--- config.mk ---
export PLATFORM = sky130hd
export DESIGN_NAME = config_startup_sequencer
export DESIGN_NICKNAME = d
export VERILOG_FILES = /design/src/startup_pkg.sv /design/src/level_sync.sv /design/src/phase_reach.sv /design/src/config_startup_sequencer.sv
export SDC_FILE = /design/constraint.sdc
export NUM_CORES = 1
export LEC_CHECK = 0
export ABC_CLOCK_PERIOD_IN_PS = 1900
export BUFFER_PORTS_ARGS = -buffer_cell sky130_fd_sc_hd__clkbuf_2
export CAP_MARGIN = 20
export CELL_PAD_IN_SITES_DETAIL_PLACEMENT = 0
export CELL_PAD_IN_SITES_GLOBAL_PLACEMENT = 1
export CORE_ASPECT_RATIO = 1.25
export CORE_MARGIN = 4
export CORE_UTILIZATION = 36
export DETAILED_ROUTE_END_ITERATION = 7
export GPL_ROUTABILITY_DRIVEN = 1
export PLACE_DENSITY = 0.79
export SYNTH_ARGS = -nofsm -noshare
export SYNTH_HDL_FRONTEND = slang
export SYNTH_SLANG_ARGS = --single-unit
--- constraint.sdc ---
create_clock -name aclk -period 1.9 [get_ports aclk]
set_input_delay 0.38 -clock aclk [delete_from_list [all_inputs] [get_ports aclk]]
set_output_delay 0.38 -clock aclk [all_outputs]
set_load 0.01 [all_outputs]
--- src/startup_pkg.sv ---
// Constants, field layout and types for the configuration startup sequencer
package startup_pkg;

  // ==========================================================================
  // Bus
  localparam int ADDR_W = 4;
  localparam logic [ADDR_W-1:0] CONFIG_OFFSET = 4'h0;
  localparam logic [ADDR_W-1:0] CONTROL_OFFSET = 4'h4;
  localparam logic [ADDR_W-1:0] STATUS_OFFSET = 4'h8;
  localparam logic [ADDR_W-1:0] READBACK_OFFSET = 4'hC;
  localparam logic [1:0] RESP_OKAY = 2'h0;
  localparam logic [1:0] RESP_SLVERR = 2'h2;
  localparam logic [1:0] RESP_DECERR = 2'h3;

  // ==========================================================================
  // Config register layout
  localparam int PHASE_W = 3;
  localparam int CODE_W = 4;
  localparam int DONE_PHASE_LSB = 0;
  localparam int DONE_PIPE_BIT = 3;
  localparam int TRISTATE_LSB = 4;
  localparam int WRITE_EN_LSB = 8;
  localparam int LOCK_LSB = 12;
  localparam int MATCH_LSB = 16;
  localparam int CALIB_IO_BIT = 20;
  localparam int ACTIVE_RECONFIG_BIT = 21;
  localparam int SECURITY_LSB = 22;
  localparam int PORT_SEL_LSB = 24;
  localparam int START_BIT = 0;

  // ==========================================================================
  // Phase and wait codes
  localparam logic [CODE_W-1:0] PHASE_FIRST = 4'h1;
  localparam logic [CODE_W-1:0] PHASE_LAST = 4'h6;
  localparam logic [CODE_W-1:0] PHASE_AT_DONE = 4'hE;
  localparam logic [CODE_W-1:0] PHASE_KEEP = 4'hF;
  localparam logic [CODE_W-1:0] WAIT_AUTO = 4'hE;
  localparam logic [CODE_W-1:0] WAIT_NONE = 4'hF;
  localparam logic [CODE_W-1:0] AUTO_MATCH_PHASE = 4'h2;
  localparam logic [PHASE_W-1:0] PHASE_MAX = 3'h6;
  localparam logic [1:0] SECURITY_NONE = 2'h0;
  localparam logic [1:0] SECURITY_LEVEL2 = 2'h2;
  localparam logic [1:0] PORT_BOTTOM = 2'h2;

  // ==========================================================================
  // Reset values
  localparam logic [PHASE_W-1:0] DONE_PHASE_RESET = 3'h4;
  localparam logic [CODE_W-1:0] TRISTATE_RESET = 4'h5;
  localparam logic [CODE_W-1:0] WRITE_EN_RESET = 4'h6;
  localparam logic [CODE_W-1:0] LOCK_RESET = WAIT_NONE;
  localparam logic [CODE_W-1:0] MATCH_RESET = WAIT_AUTO;
  localparam logic [31:0] CONFIG_RESET = {12'h000, MATCH_RESET, LOCK_RESET,
    WRITE_EN_RESET, TRISTATE_RESET, 1'b0, DONE_PHASE_RESET};
  localparam logic [31:0] CONFIG_MASK = 32'h03FF_FFFF;

  // ==========================================================================
  // Status register layout
  localparam int STATUS_PHASE_LSB = 0;
  localparam int STATUS_DONE_BIT = 3;
  localparam int STATUS_RELEASED_BIT = 4;
  localparam int STATUS_WRITE_EN_BIT = 5;
  localparam int STATUS_LOCK_BIT = 6;
  localparam int STATUS_MATCH_BIT = 7;
  localparam int STATUS_STATE_LSB = 8;
  localparam int STATUS_STALL_BIT = 10;
  localparam int STATUS_BOTTOM_BIT = 11;

  typedef enum logic [1:0] {
    SEQ_IDLE = 2'b00,
    SEQ_RUN = 2'b01,
    SEQ_FINISH = 2'b11
  } seq_state_e;

endpackage

--- src/level_sync.sv ---
// Two-stage synchroniser for asynchronous level inputs
`timescale 1ns/1ps
`default_nettype none
module level_sync #(
  parameter int WIDTH = 2
) (
  input wire logic aclk,
  input wire logic aresetn,
  input wire logic [WIDTH-1:0] async_in,
  output logic [WIDTH-1:0] sync_out
);
  logic [WIDTH-1:0] meta_q;
  logic [WIDTH-1:0] sync_q;

  // First stage feeds only the second stage
  always_ff @(posedge aclk) begin
    if (!aresetn) begin
      meta_q <= '0;
      sync_q <= '0;
    end else begin
      meta_q <= async_in;
      sync_q <= meta_q;
    end
  end

  assign sync_out = sync_q;
endmodule
`default_nettype wire

--- src/phase_reach.sv ---
// Decides whether a phase-selected global signal has been reached
`timescale 1ns/1ps
`default_nettype none
module phase_reach (
  input wire logic [startup_pkg::CODE_W-1:0] code,
  input wire logic [startup_pkg::PHASE_W-1:0] phase,
  input wire logic running,
  input wire logic done,
  output logic reached
);
  import startup_pkg::*;

  // Unlisted codes behave as keep
  always_comb begin
    reached = 1'b0;
    if (code == PHASE_AT_DONE) begin
      reached = done;
    end else if (code >= PHASE_FIRST && code <= PHASE_LAST) begin
      reached = running && ({1'b0, phase} >= code);
    end
  end
endmodule
`default_nettype wire

--- src/config_startup_sequencer.sv ---
// Startup sequencer with AXI4-Lite configuration, status and readback
//
// The address map and the AXI4-Lite register port were decided locally.
`timescale 1ns/1ps
`default_nettype none
module config_startup_sequencer (
  input wire logic aclk,
  input wire logic aresetn,
  input wire logic [startup_pkg::ADDR_W-1:0] s_axi_awaddr,
  input wire logic s_axi_awvalid,
  output logic s_axi_awready,
  input wire logic [31:0] s_axi_wdata,
  input wire logic [3:0] s_axi_wstrb,
  input wire logic s_axi_wvalid,
  output logic s_axi_wready,
  output logic [1:0] s_axi_bresp,
  output logic s_axi_bvalid,
  input wire logic s_axi_bready,
  input wire logic [startup_pkg::ADDR_W-1:0] s_axi_araddr,
  input wire logic s_axi_arvalid,
  output logic s_axi_arready,
  output logic [31:0] s_axi_rdata,
  output logic [1:0] s_axi_rresp,
  output logic s_axi_rvalid,
  input wire logic s_axi_rready,
  input wire logic clock_manager_locked,
  input wire logic impedance_calibration_matched,
  output logic done,
  output logic global_tristate,
  output logic global_write_enable,
  output logic block_memory_enable,
  output logic global_hold,
  output logic global_set_reset,
  output logic internal_port_bottom
);
  import startup_pkg::*;

  // ==========================================================================
  // Declarations
  logic [ADDR_W-1:0] aw_addr_q, aw_addr_d;
  logic aw_hold_q, aw_hold_d, w_hold_q, w_hold_d;
  logic [31:0] w_data_q, w_data_d, cfg_w;
  logic [3:0] w_strb_q, w_strb_d;
  logic awready_q, awready_d, wready_q, wready_d;
  logic bvalid_q, bvalid_d, arready_q, arready_d, rvalid_q, rvalid_d;
  logic [1:0] bresp_q, bresp_d, rresp_q, rresp_d;
  logic [31:0] rdata_q, rdata_d, cfg_q, cfg_d;
  logic start_req;
  seq_state_e seq_q, seq_d;
  logic [PHASE_W-1:0] phase_q, phase_d;
  logic done_q, done_d, done_stage_q, done_stage_d, done_reached, stall;
  logic tristate_q, tristate_d, write_en_q, write_en_d;
  logic hold_q, hold_d, port_bottom_q, port_bottom_d;
  logic lock_sync, match_sync;
  logic [1:0] sync_vec;
  logic [1:0] reached;
  logic [CODE_W-1:0] sel_code [2];
  logic [PHASE_W-1:0] done_sel;
  logic [CODE_W-1:0] lock_code, match_raw, match_code;
  logic done_pipe, active_reconfig;
  logic [1:0] security, port_sel;

  assign done_sel = cfg_q[DONE_PHASE_LSB +: PHASE_W];
  assign done_pipe = cfg_q[DONE_PIPE_BIT];
  assign sel_code[0] = cfg_q[TRISTATE_LSB +: CODE_W];
  assign sel_code[1] = cfg_q[WRITE_EN_LSB +: CODE_W];
  assign lock_code = cfg_q[LOCK_LSB +: CODE_W];
  assign match_raw = cfg_q[MATCH_LSB +: CODE_W];
  assign active_reconfig = cfg_q[ACTIVE_RECONFIG_BIT];
  assign security = cfg_q[SECURITY_LSB +: 2];
  assign port_sel = cfg_q[PORT_SEL_LSB +: 2];
  // Auto resolves from the calibrated-I/O flag
  assign match_code = (match_raw != WAIT_AUTO) ? match_raw :
    (cfg_q[CALIB_IO_BIT] ? AUTO_MATCH_PHASE : WAIT_NONE);

  // ==========================================================================
  // Pin synchronisers
  level_sync #(.WIDTH(2)) u_sync (
    .aclk(aclk),
    .aresetn(aresetn),
    .async_in({impedance_calibration_matched, clock_manager_locked}),
    .sync_out(sync_vec)
  );
  assign lock_sync = sync_vec[0];
  assign match_sync = sync_vec[1];

  // ==========================================================================
  // Phase decoders: 0 tristate release, 1 write enable
  for (genvar g = 0; g < 2; g++) begin : g_reach
    phase_reach u_reach (
      .code(sel_code[g]),
      .phase(phase_q),
      .running(seq_q != SEQ_IDLE),
      .done(done_q),
      .reached(reached[g])
    );
  end

  // ==========================================================================
  // AXI4-Lite slave
  always_comb begin
    aw_hold_d = aw_hold_q;
    aw_addr_d = aw_addr_q;
    w_hold_d = w_hold_q;
    w_data_d = w_data_q;
    w_strb_d = w_strb_q;
    bvalid_d = bvalid_q;
    bresp_d = bresp_q;
    cfg_d = cfg_q;
    cfg_w = cfg_q;
    start_req = 1'b0;
    rvalid_d = rvalid_q;
    rdata_d = rdata_q;
    rresp_d = rresp_q;
    if (bvalid_q && s_axi_bready) begin
      bvalid_d = 1'b0;
    end
    if (s_axi_awvalid && awready_q) begin
      aw_hold_d = 1'b1;
      aw_addr_d = s_axi_awaddr;
    end
    if (s_axi_wvalid && wready_q) begin
      w_hold_d = 1'b1;
      w_data_d = s_axi_wdata;
      w_strb_d = s_axi_wstrb;
    end
    if (aw_hold_q && w_hold_q && !bvalid_q) begin
      aw_hold_d = 1'b0;
      w_hold_d = 1'b0;
      bvalid_d = 1'b1;
      bresp_d = RESP_OKAY;
      for (int i = 0; i < 4; i++) begin
        if (w_strb_q[i]) begin
          cfg_w[8*i +: 8] = w_data_q[8*i +: 8];
        end
      end
      case (aw_addr_q)
        CONFIG_OFFSET: begin
          // Settings frozen once startup is under way
          if (security == SECURITY_LEVEL2) begin
            bresp_d = RESP_SLVERR;
          end else if (seq_q == SEQ_IDLE) begin
            cfg_d = cfg_w & CONFIG_MASK;
          end
        end
        CONTROL_OFFSET: start_req = w_strb_q[0] && w_data_q[START_BIT];
        STATUS_OFFSET, READBACK_OFFSET: bresp_d = RESP_OKAY;
        default: bresp_d = RESP_DECERR;
      endcase
    end
    awready_d = !aw_hold_d && !bvalid_d;
    wready_d = !w_hold_d && !bvalid_d;
    if (rvalid_q && s_axi_rready) begin
      rvalid_d = 1'b0;
    end
    if (s_axi_arvalid && arready_q) begin
      rvalid_d = 1'b1;
      rresp_d = RESP_OKAY;
      rdata_d = '0;
      case (s_axi_araddr)
        CONFIG_OFFSET: rdata_d = cfg_q;
        CONTROL_OFFSET: rdata_d = '0;
        STATUS_OFFSET: begin
          rdata_d[STATUS_PHASE_LSB +: PHASE_W] = phase_q;
          rdata_d[STATUS_DONE_BIT] = done_q;
          rdata_d[STATUS_RELEASED_BIT] = !tristate_q;
          rdata_d[STATUS_WRITE_EN_BIT] = write_en_q;
          rdata_d[STATUS_LOCK_BIT] = lock_sync;
          rdata_d[STATUS_MATCH_BIT] = match_sync;
          rdata_d[STATUS_STATE_LSB +: 2] = seq_q;
          rdata_d[STATUS_STALL_BIT] = stall;
          rdata_d[STATUS_BOTTOM_BIT] = port_bottom_q;
        end
        READBACK_OFFSET: begin
          if (security == SECURITY_NONE) begin
            rdata_d = cfg_q;
          end else begin
            rresp_d = RESP_SLVERR;
          end
        end
        default: rresp_d = RESP_DECERR;
      endcase
    end
    arready_d = !rvalid_d;
  end

  always_ff @(posedge aclk) begin
    if (!aresetn) begin
      aw_hold_q <= 1'b0;
      aw_addr_q <= '0;
      w_hold_q <= 1'b0;
      w_data_q <= '0;
      w_strb_q <= '0;
      awready_q <= 1'b0;
      wready_q <= 1'b0;
      bvalid_q <= 1'b0;
      bresp_q <= RESP_OKAY;
      arready_q <= 1'b0;
      rvalid_q <= 1'b0;
      rdata_q <= '0;
      rresp_q <= RESP_OKAY;
      cfg_q <= CONFIG_RESET;
    end else begin
      aw_hold_q <= aw_hold_d;
      aw_addr_q <= aw_addr_d;
      w_hold_q <= w_hold_d;
      w_data_q <= w_data_d;
      w_strb_q <= w_strb_d;
      awready_q <= awready_d;
      wready_q <= wready_d;
      bvalid_q <= bvalid_d;
      bresp_q <= bresp_d;
      arready_q <= arready_d;
      rvalid_q <= rvalid_d;
      rdata_q <= rdata_d;
      rresp_q <= rresp_d;
      cfg_q <= cfg_d;
    end
  end

  // ==========================================================================
  // Startup sequencer
  always_comb begin
    seq_d = seq_q;
    phase_d = phase_q;
    stall = 1'b0;
    if (seq_q == SEQ_RUN) begin
      stall = (lock_code == {1'b0, phase_q} && !lock_sync) ||
        (match_code == {1'b0, phase_q} && !match_sync);
    end
    case (seq_q)
      SEQ_IDLE: begin
        if (start_req) begin
          seq_d = SEQ_RUN;
          phase_d = '0;
        end
      end
      SEQ_RUN: begin
        if (!stall) begin
          phase_d = phase_q + 3'h1;
          if (phase_q == PHASE_MAX) begin
            seq_d = SEQ_FINISH;
          end
        end
      end
      SEQ_FINISH: seq_d = SEQ_FINISH;
      default: seq_d = SEQ_IDLE;
    endcase
    done_reached = (seq_q != SEQ_IDLE) && (phase_q >= done_sel);
    done_stage_d = done_reached;
    done_d = done_pipe ? done_stage_q : done_reached;
    tristate_d = !reached[0];
    write_en_d = reached[1];
    // Hold and set/reset stay up only before the start command, and never while active reconfig is set
    hold_d = (seq_q == SEQ_IDLE) && !active_reconfig;
    port_bottom_d = (port_sel == PORT_BOTTOM);
  end

  always_ff @(posedge aclk) begin
    if (!aresetn) begin
      seq_q <= SEQ_IDLE;
      phase_q <= '0;
      done_q <= 1'b0;
      done_stage_q <= 1'b0;
      tristate_q <= 1'b1;
      write_en_q <= 1'b0;
      hold_q <= 1'b1;
      port_bottom_q <= 1'b0;
    end else begin
      seq_q <= seq_d;
      phase_q <= phase_d;
      done_q <= done_d;
      done_stage_q <= done_stage_d;
      tristate_q <= tristate_d;
      write_en_q <= write_en_d;
      hold_q <= hold_d;
      port_bottom_q <= port_bottom_d;
    end
  end

  // ==========================================================================
  // Outputs
  assign s_axi_awready = awready_q;
  assign s_axi_wready = wready_q;
  assign s_axi_bresp = bresp_q;
  assign s_axi_bvalid = bvalid_q;
  assign s_axi_arready = arready_q;
  assign s_axi_rdata = rdata_q;
  assign s_axi_rresp = rresp_q;
  assign s_axi_rvalid = rvalid_q;
  assign done = done_q;
  assign global_tristate = tristate_q;
  assign global_write_enable = write_en_q;
  // Memories share the write-enable flop so they cannot lead it
  assign block_memory_enable = write_en_q;
  assign global_hold = hold_q;
  assign global_set_reset = hold_q;
  assign internal_port_bottom = port_bottom_q;
endmodule
`default_nettype wire

==> impl_metrics.json, run 1 <==
{
  "io_pins": 101,
  "synthesis.area_per_instance_um2": 8.612,
  "drt_iter0_drc": 183,
  "leakagePower_nw": 2.413,
  "max_cap_viol_count": 0,
  "final.fill_count": 1311,
  "rows": 46,
  "die-height_um": 135.9,
  "synth_compound_gate_area_share_pct": 17.21,
  "power.density_nw_per_um2": 820.7,
  "placement.io_buffers": 88,
  "clk_path_buf_depth": 2,
  "worst_ir_drop_vdd_v": 0.0004495,
  "floorplan.initialDensity_pct": 36.87,
  "max_clock_freq_mhz": 563.2,
  "setup.worst_path.end": "phase_q[0]$_SDFFE_PN0P_",
  "grt_start_max_net_pins": 113,
  "placeableCoreArea_um2": 12780,
  "post_synthesis_mux_area_share_pct": 1.062,
  "report.final.setup_viol": 0,
  "clock_sink_count": 112,
  "place.gp.congestion": 0.7972,
  "yosys.area.top_type": "sky130_fd_sc_hd__dfxtp_1",
  "synth_simple_gate_area_share_pct": 25.07,
  "yosysSeqAreaShare_pct": 47.60,
  "clock_latency_of_the_later_clocked_register_in_the_worst_skew_pair_ns": 0.35,
  "hp-class": "in -> reg",
  "cts_buffers": 9,
  "final_net_count": 692,
  "postSynthCellCount": 547,
  "largest_family_of_logic_cells_by_synthesized_area": "simple AND/OR/NAND/NOR gates",
  "routed-via-count": 3817,
  "synth-adder-area-share_pct": 2.922,
  "dominantRegCellSynth": "sky130_fd_sc_hd__dfxtp_1",
  "antenna_cells_inserted": 0,
  "wl_mm": 11.04,
  "yosys.cell_count.top_type": "sky130_fd_sc_hd__nand2_1",
  "rsz_0062_raised_after_global_routing": "no",
  "outcome": "finished, final reports clean",
  "area_overhead_vs_synth_pct": 19.73,
  "final_design_area_no_fill_um2": 5640,
  "fin_worst_skew_ns": 0.006822,
  "rrSetupSlack_ns": 0.12,
  "die_area_um2": 14990,
  "antenna_violating_nets_post_route": 0,
  "cp_max_fo": 7,
  "endpoint_kind": "flip-flop",
  "first_pass_grt_wire_length_mm": 18.22,
  "layout_min_cycle_time_ns": 1.776,
  "synth_commonest_cells": "sky130_fd_sc_hd__nand2_1, sky130_fd_sc_hd__dfxtp_1, sky130_fd_sc_hd__nand3_1",
  "globalRouteOverflowTotal": 0,
  "yosys.area_share.xor_xnor_pct": 0.7437,
  "hold_viol_final": 0,
  "routedWlPerCell_um": 13.78,
  "tritoncts": "done",
  "crit_required_ns": 2.18,
  "slew_viol_final": 0,
  "post_cts.repair.setup_buffers": 0,
  "async_flop_share_pct": 0,
  "ffs_latches_synth": 112,
  "worst_setup_hold_path_clk_slew_ns": 0.07,
  "criticalPathCategory": "reg -> reg",
  "drive_gt1_share_pct": 22.12,
  "critical_path.startpoint": "phase_q[2]$_SDFFE_PN0P_",
  "antenna_found_initial": 0,
  "worst_r2r_path_depth": 5,
  "netlist_top_cells_area": "sky130_fd_sc_hd__dfxtp_1, sky130_fd_sc_hd__nand2_1, sky130_fd_sc_hd__a21boi_0, sky130_fd_sc_hd__nand3_1, sky130_fd_sc_hd__ha_1",
  "yosysWarnings": 0,
  "detailedPlacementHpwl_mm": 8.280,
  "synth_top_cell_area_share_pct": 47.60,
  "timing.rr.start": "phase_q[2]$_SDFFE_PN0P_",
  "h-tree-depth": 3,
  "critPathLaunchType": "flip-flop",
  "drt_pre_antenna_iters": 4,
  "finalCritPeriodShare_pct": 93.45,
  "first_global_vias": 3748,
  "drc_errors": 0,
  "synth_edf_count": 0,
  "root_driver": "sky130_fd_sc_hd__clkbuf_16",
  "fin_setup_tns_ns": 0,
  "syn_area_um2": 4711,
  "die_width_um": 110.3,
  "crit-reg2reg-capture": "phase_q[0]$_SDFFE_PN0P_",
  "gr-usage-all-layers_pct": 15.36,
  "setup_slack_ns": 0.1244,
  "pre_cts_slack_ns": 0.07005,
  "dpl-instance-area_um2": 5334,
  "vias_per_cell": 4.765,
  "worst_ep_arrival_time_ns": 2.05,
  "synth.distinct_cells": 48
}
## cell usage in the layout (no fill, tap or decap), drive strengths merged, types with 13 or more instances in the layout
cell type and n:
nand2 122, dfxtp 112, clkbuf 97, nand3 47
a21boi 40, o21ai 31, buf 18, nor2 15
nor2b 15, a21oi 15, a22oi 14, and3 13
## report_power, final
| part | switching [mW] | internal, mW |
|---|---|---|
| clock network | 0.861 | 1.02 |
| logic | 0.173 | 0.129 |
| registers | 0.0406 | 2.40 |
## worst min path at each step
| stage | start | end | depth (start not counted) |
|---|---|---|---|
| after floorplan | cfg_q[24]$_SDFFE_PN0P_ | internal_port_bottom$_SDFF_PN0_ | 1 |
| after global placement | u_sync.meta_q[0]$_SDFF_PN0_ | u_sync.sync_out[0]$_SDFF_PN0_ | 1 |
| after detailed placement | u_sync.meta_q[1]$_SDFF_PN0_ | u_sync.sync_out[1]$_SDFF_PN0_ | 1 |
| after CTS | impedance_calibration_matched | u_sync.meta_q[1]$_SDFF_PN0_ | 2 |
| after global routing | impedance_calibration_matched | u_sync.meta_q[1]$_SDFF_PN0_ | 2 |
| final | clock_manager_locked | u_sync.meta_q[0]$_SDFF_PN0_ | 2 |
## area by class of cell
class                   instances  area [µm²]  area share, %
multi-input cells             389        2250          39.88
clock inverters                 7       70.07          1.242
flip-flops and latches        112        2243          39.77
well taps                     168       210.2          3.727
inverters                      10       37.54         0.6655
repair buffers                106       604.3          10.71
clock buffers                   9       225.2          3.993
## flip-flops by register name, summed over array words and instances (netlist names), 3 cells and up
register,cells
w_data_q,26
aw_addr_q,4
cfg_q,26
s_axi_rdata,26
w_strb_q,4
phase_q,3
## critical path: stages (launching register included)
cell and delay [ns]:
sky130_fd_sc_hd__dfxtp_2 0.37, sky130_fd_sc_hd__xor2_1 0.15, sky130_fd_sc_hd__a2111oi_1 0.43, sky130_fd_sc_hd__a41oi_1 0.29
sky130_fd_sc_hd__nand3b_1 0.24, sky130_fd_sc_hd__mux2i_1 0.22
## per-layer routing
metal / vias up / GRT usage [%] / routed length (µm)
met5: - / 0 / 0
met4: 0 / 6.913 / 265
met3: 15 / 2.423 / 439
met2: 72 / 24.56 / 5255
met1: 1717 / 20.28 / 5075
li1: 2013 / - / -
## repair_timing
| item | CTS | global route |
|---|---|---|
| hold buffers | 0 | 0 |
| setup endpoints to repair | 0 | 8 |
| gates resized for setup | 0 | 4 |
## logic make-up (layout without fill, tap and decap cells)
group           Yosys count  count (layout)
flops                   112             112
simple gates            245             245
mux                       5               5
compound gates          118             118
other cells               1               6
xor+xnor                  4               4
buf+inv                  51             132
fa+ha+maj                11              11
## metrics by stage
stage / total power [mW] / hold slack, ns / instances / util (%)
6_report: 4.629 / 0.2341 / 801 / 44.14
4_1_cts: 4.674 / 0.2257 / 801 / 44.06
3_5_place_dp: 2.804 / 0.4225 / 785 / 41.75
5_1_grt: 4.808 / 0.2343 / 801 / 44.14
3_3_place_gp: 2.795 / 0.4181 / 785 / 41.75
2_1_floorplan: 2.684 / 0.4093 / 552 / -
(Power assumes the default switching activity.)
==> inputs of run 2 (changes only) <==
--- a/config.mk
+++ b/config.mk
@@ -5,7 +5,7 @@
 export SDC_FILE = /design/constraint.sdc
 export NUM_CORES = 1
 export LEC_CHECK = 0
-export ABC_CLOCK_PERIOD_IN_PS = 1900
+export ABC_CLOCK_PERIOD_IN_PS = 1600
 export BUFFER_PORTS_ARGS = -buffer_cell sky130_fd_sc_hd__clkbuf_2
 export CAP_MARGIN = 20
 export CELL_PAD_IN_SITES_DETAIL_PLACEMENT = 0
==> constraint.sdc (replaced) <==
create_clock -name aclk -period 1.6 [get_ports aclk]
set_input_delay 0.32 -clock aclk [delete_from_list [all_inputs] [get_ports aclk]]
set_output_delay 0.32 -clock aclk [all_outputs]
set_load 0.01 [all_outputs]
==> impl_metrics.json, run 2 (synthesis gave the netlist of run 1 again) <==
{
  "outcome": "finished, violations left",
  "violations_in_the_final_reports": "negative setup slack",
  "place.gp.congestion": 0.8174,
  "crit_required_ns": 1.88,
  "layout.cells.most_common": "sky130_fd_sc_hd__nand2_1",
  "io_pins": 101,
  "crit-reg2reg-capture": "cfg_q[21]$_SDFFE_PN0P_",
  "fin_setup_tns_ns": -1.704,
  "path_cells": "or4_4 > nor4_4 > buf_12 > nand2_8 > buf_12 > o21ai_2",
  "area.sequential_um2": 2248,
  "critPathLaunchType": "flip-flop",
  "rows": 46,
  "crit_top_cell": "sky130_fd_sc_hd__buf_12",
  "grt_start_max_net_pins": 93,
  "layout_min_cycle_time_ns": 1.678,
  "cts_buffers": 9,
  "drt_pre_antenna_iters": 4,
  "drc_errors": 0,
  "cp_num_buf_inv": 2,
  "worst_setup_hold_path_clk_slew_ns": 0.07,
  "drive_gt1_share_pct": 26.60,
  "die_area_um2": 14990,
  "detailedPlacementHpwl_mm": 8.553,
  "worst_r2r_path_depth": 6,
  "hold_viol_final": 0,
  "tritoncts": "done",
  "final_net_count": 717,
  "most-common-layout-cells": "sky130_fd_sc_hd__nand2_1, sky130_fd_sc_hd__dfxtp_1, sky130_fd_sc_hd__clkbuf_2",
  "die_width_um": 110.3,
  "worst_ep_arrival_time_ns": 1.96,
  "drt_iter0_drc": 199,
  "max_cap_viol_count": 0,
  "cts_hold_buf": 0,
  "endpoint_kind": "flip-flop",
  "finalCritPeriodShare_pct": 104.9,
  "rrSetupSlack_ns": -0.08,
  "routed-via-count": 3949,
  "die-height_um": 135.9,
  "placeableCoreArea_um2": 12780,
  "rsz_0062_raised_after_global_routing": "yes",
  "root_driver": "sky130_fd_sc_hd__clkbuf_16",
  "criticalPathCategory": "reg -> reg",
  "report.final.setup_viol": 29,
  "first_global_vias": 3854,
  "slew_viol_final": 0,
  "final.fill_count": 1272,
  "setup_slack_ns": -0.07850,
  "multiInputGateArea_um2": 2316,
  "antenna_found_initial": 0,
  "h-tree-depth": 3,
  "vias_per_cell": 4.781,
  "wl_mm": 11.34,
  "fin_worst_skew_ns": 0.005073,
  "worst_ir_drop_vdd_v": 0.0003891,
  "timing.rr.start": "aw_addr_q[2]$_SDFFE_PN0P_",
  "critical_path_s_slowest_cell": "sky130_fd_sc_hd__or4_4",
  "clock_sink_count": 112,
  "power.density_nw_per_um2": 944.0,
  "clk_path_buf_depth": 2,
  "hold_path_end": "u_sync.meta_q[1]$_SDFF_PN0_",
  "cp_max_fo": 7,
  "area_overhead_vs_synth_pct": 26.51,
  "max_stage_delay_ns": 0.56,
  "globalRouteOverflowTotal": 0,
  "leakagePower_nw": 2.542,
  "placement.io_buffers": 88,
  "clock_latency_of_the_later_clocked_register_in_the_worst_skew_pair_ns": 0.34,
  "gr-usage-all-layers_pct": 15.68,
  "timing.hold.ws_ns": 0.1843,
  "hp-class": "in -> reg",
  "first_pass_grt_wire_length_mm": 18.91,
  "antenna_cells_inserted": 0,
  "min_delay_path_depth": 2,
  "floorplan.initialDensity_pct": 36.87,
  "antenna_violating_nets_post_route": 0,
  "routedWlPerCell_um": 13.73,
  "timing.hold.worst.start": "impedance_calibration_matched",
  "max_clock_freq_mhz": 595.8,
  "cpLargestDelayFamily": "simple AND/OR/NAND/NOR gates"
}
run 2: cell count changes in the layout (fill, tap and decap cells not counted), moves of 3 or more:
cell / previous run / this run
sky130_fd_sc_hd__buf_4: 15 / 33
sky130_fd_sc_hd__buf_12: 2 / 5
sky130_fd_sc_hd__dfxtp_1: 111 / 107
sky130_fd_sc_hd__buf_6: 1 / 4
sky130_fd_sc_hd__dfxtp_2: 1 / 5
run 2: worst max-delay path by stage:
stage | cells past startpoint | startpoint | end | slack (ns)
finish | 6 | aw_addr_q[2]$_SDFFE_PN0P_ | cfg_q[21]$_SDFFE_PN0P_ | -0.08
CTS | 6 | aw_addr_q[2]$_SDFFE_PN0P_ | cfg_q[6]$_SDFFE_PN1P_ | -0.08
global route | 6 | aw_addr_q[2]$_SDFFE_PN0P_ | cfg_q[2]$_SDFFE_PN1P_ | -0.17
detailed placement | 6 | aw_addr_q[0]$_SDFFE_PN0P_ | cfg_q[13]$_SDFFE_PN1P_ | -0.17
floorplan | 6 | aw_addr_q[0]$_SDFFE_PN0P_ | cfg_q[19]$_SDFFE_PN1P_ | -0.23
global placement | 6 | aw_addr_q[0]$_SDFFE_PN0P_ | cfg_q[23]$_SDFFE_PN0P_ | -0.15
run 2: metal layers:
| layer | wire, µm | global-route usage (%) | vias up |
|---|---|---|---|
| met5 | 0 | 0 | - |
| met4 | 284 | 6.366 | 0 |
| met3 | 458 | 2.660 | 16 |
| met2 | 5290 | 25.27 | 79 |
| met1 | 5306 | 20.74 | 1793 |
| li1 | - | - | 2061 |
run 2: area by class of cell:
class	count	area share [%]
well taps	168	3.527
flip-flops and latches	112	37.73
multi-input cells	390	38.86
clock buffers	11	3.905
repair buffers	130	13.98
inverters	10	0.6299
clock inverters	5	1.365
run 2: worst register-to-register path, stage by stage (launching register included):
cell	delay (ns)
sky130_fd_sc_hd__dfxtp_2	0.32
sky130_fd_sc_hd__or4_4	0.56
sky130_fd_sc_hd__nor4_4	0.22
sky130_fd_sc_hd__buf_12	0.20
sky130_fd_sc_hd__nand2_8	0.08
sky130_fd_sc_hd__buf_12	0.15
sky130_fd_sc_hd__o21ai_2	0.09
run 2: where the power goes:
part	switching [mW]	internal (mW)	total, mW	leakage (nW)
Sequential	0.0496	2.86	2.90	0.911
Combinational	0.215	0.167	0.382	1.48
Clock	0.965	1.37	2.34	0.150
Total	1.23	4.40	5.63	2.54
run 2: timing repair:
action                                  in CTS  in global routing
buffers inserted                             3                  0
gates resized for setup                     16                  5
pin swaps                                   11                  3
hold endpoints to repair                     0                  0
endpoints found under the setup margin      33                 32
cloned                                       1                  0
run 2: stage by stage:
stage / instance area (µm²) / setup slack (ns) / util, % / power (mW) / cells
floorplan: 4733 / -0.2314 / - / 3.187 / 552
global placement: 5532 / -0.1507 / 43.29 / 3.335 / 806
detailed placement: 5532 / -0.1708 / 43.29 / 3.346 / 806
CTS: 5951 / -0.08286 / 46.57 / 5.678 / 826
global route: 5959 / -0.1661 / 46.64 / 5.844 / 826
finish: 5959 / -0.07850 / 46.64 / 5.626 / 826
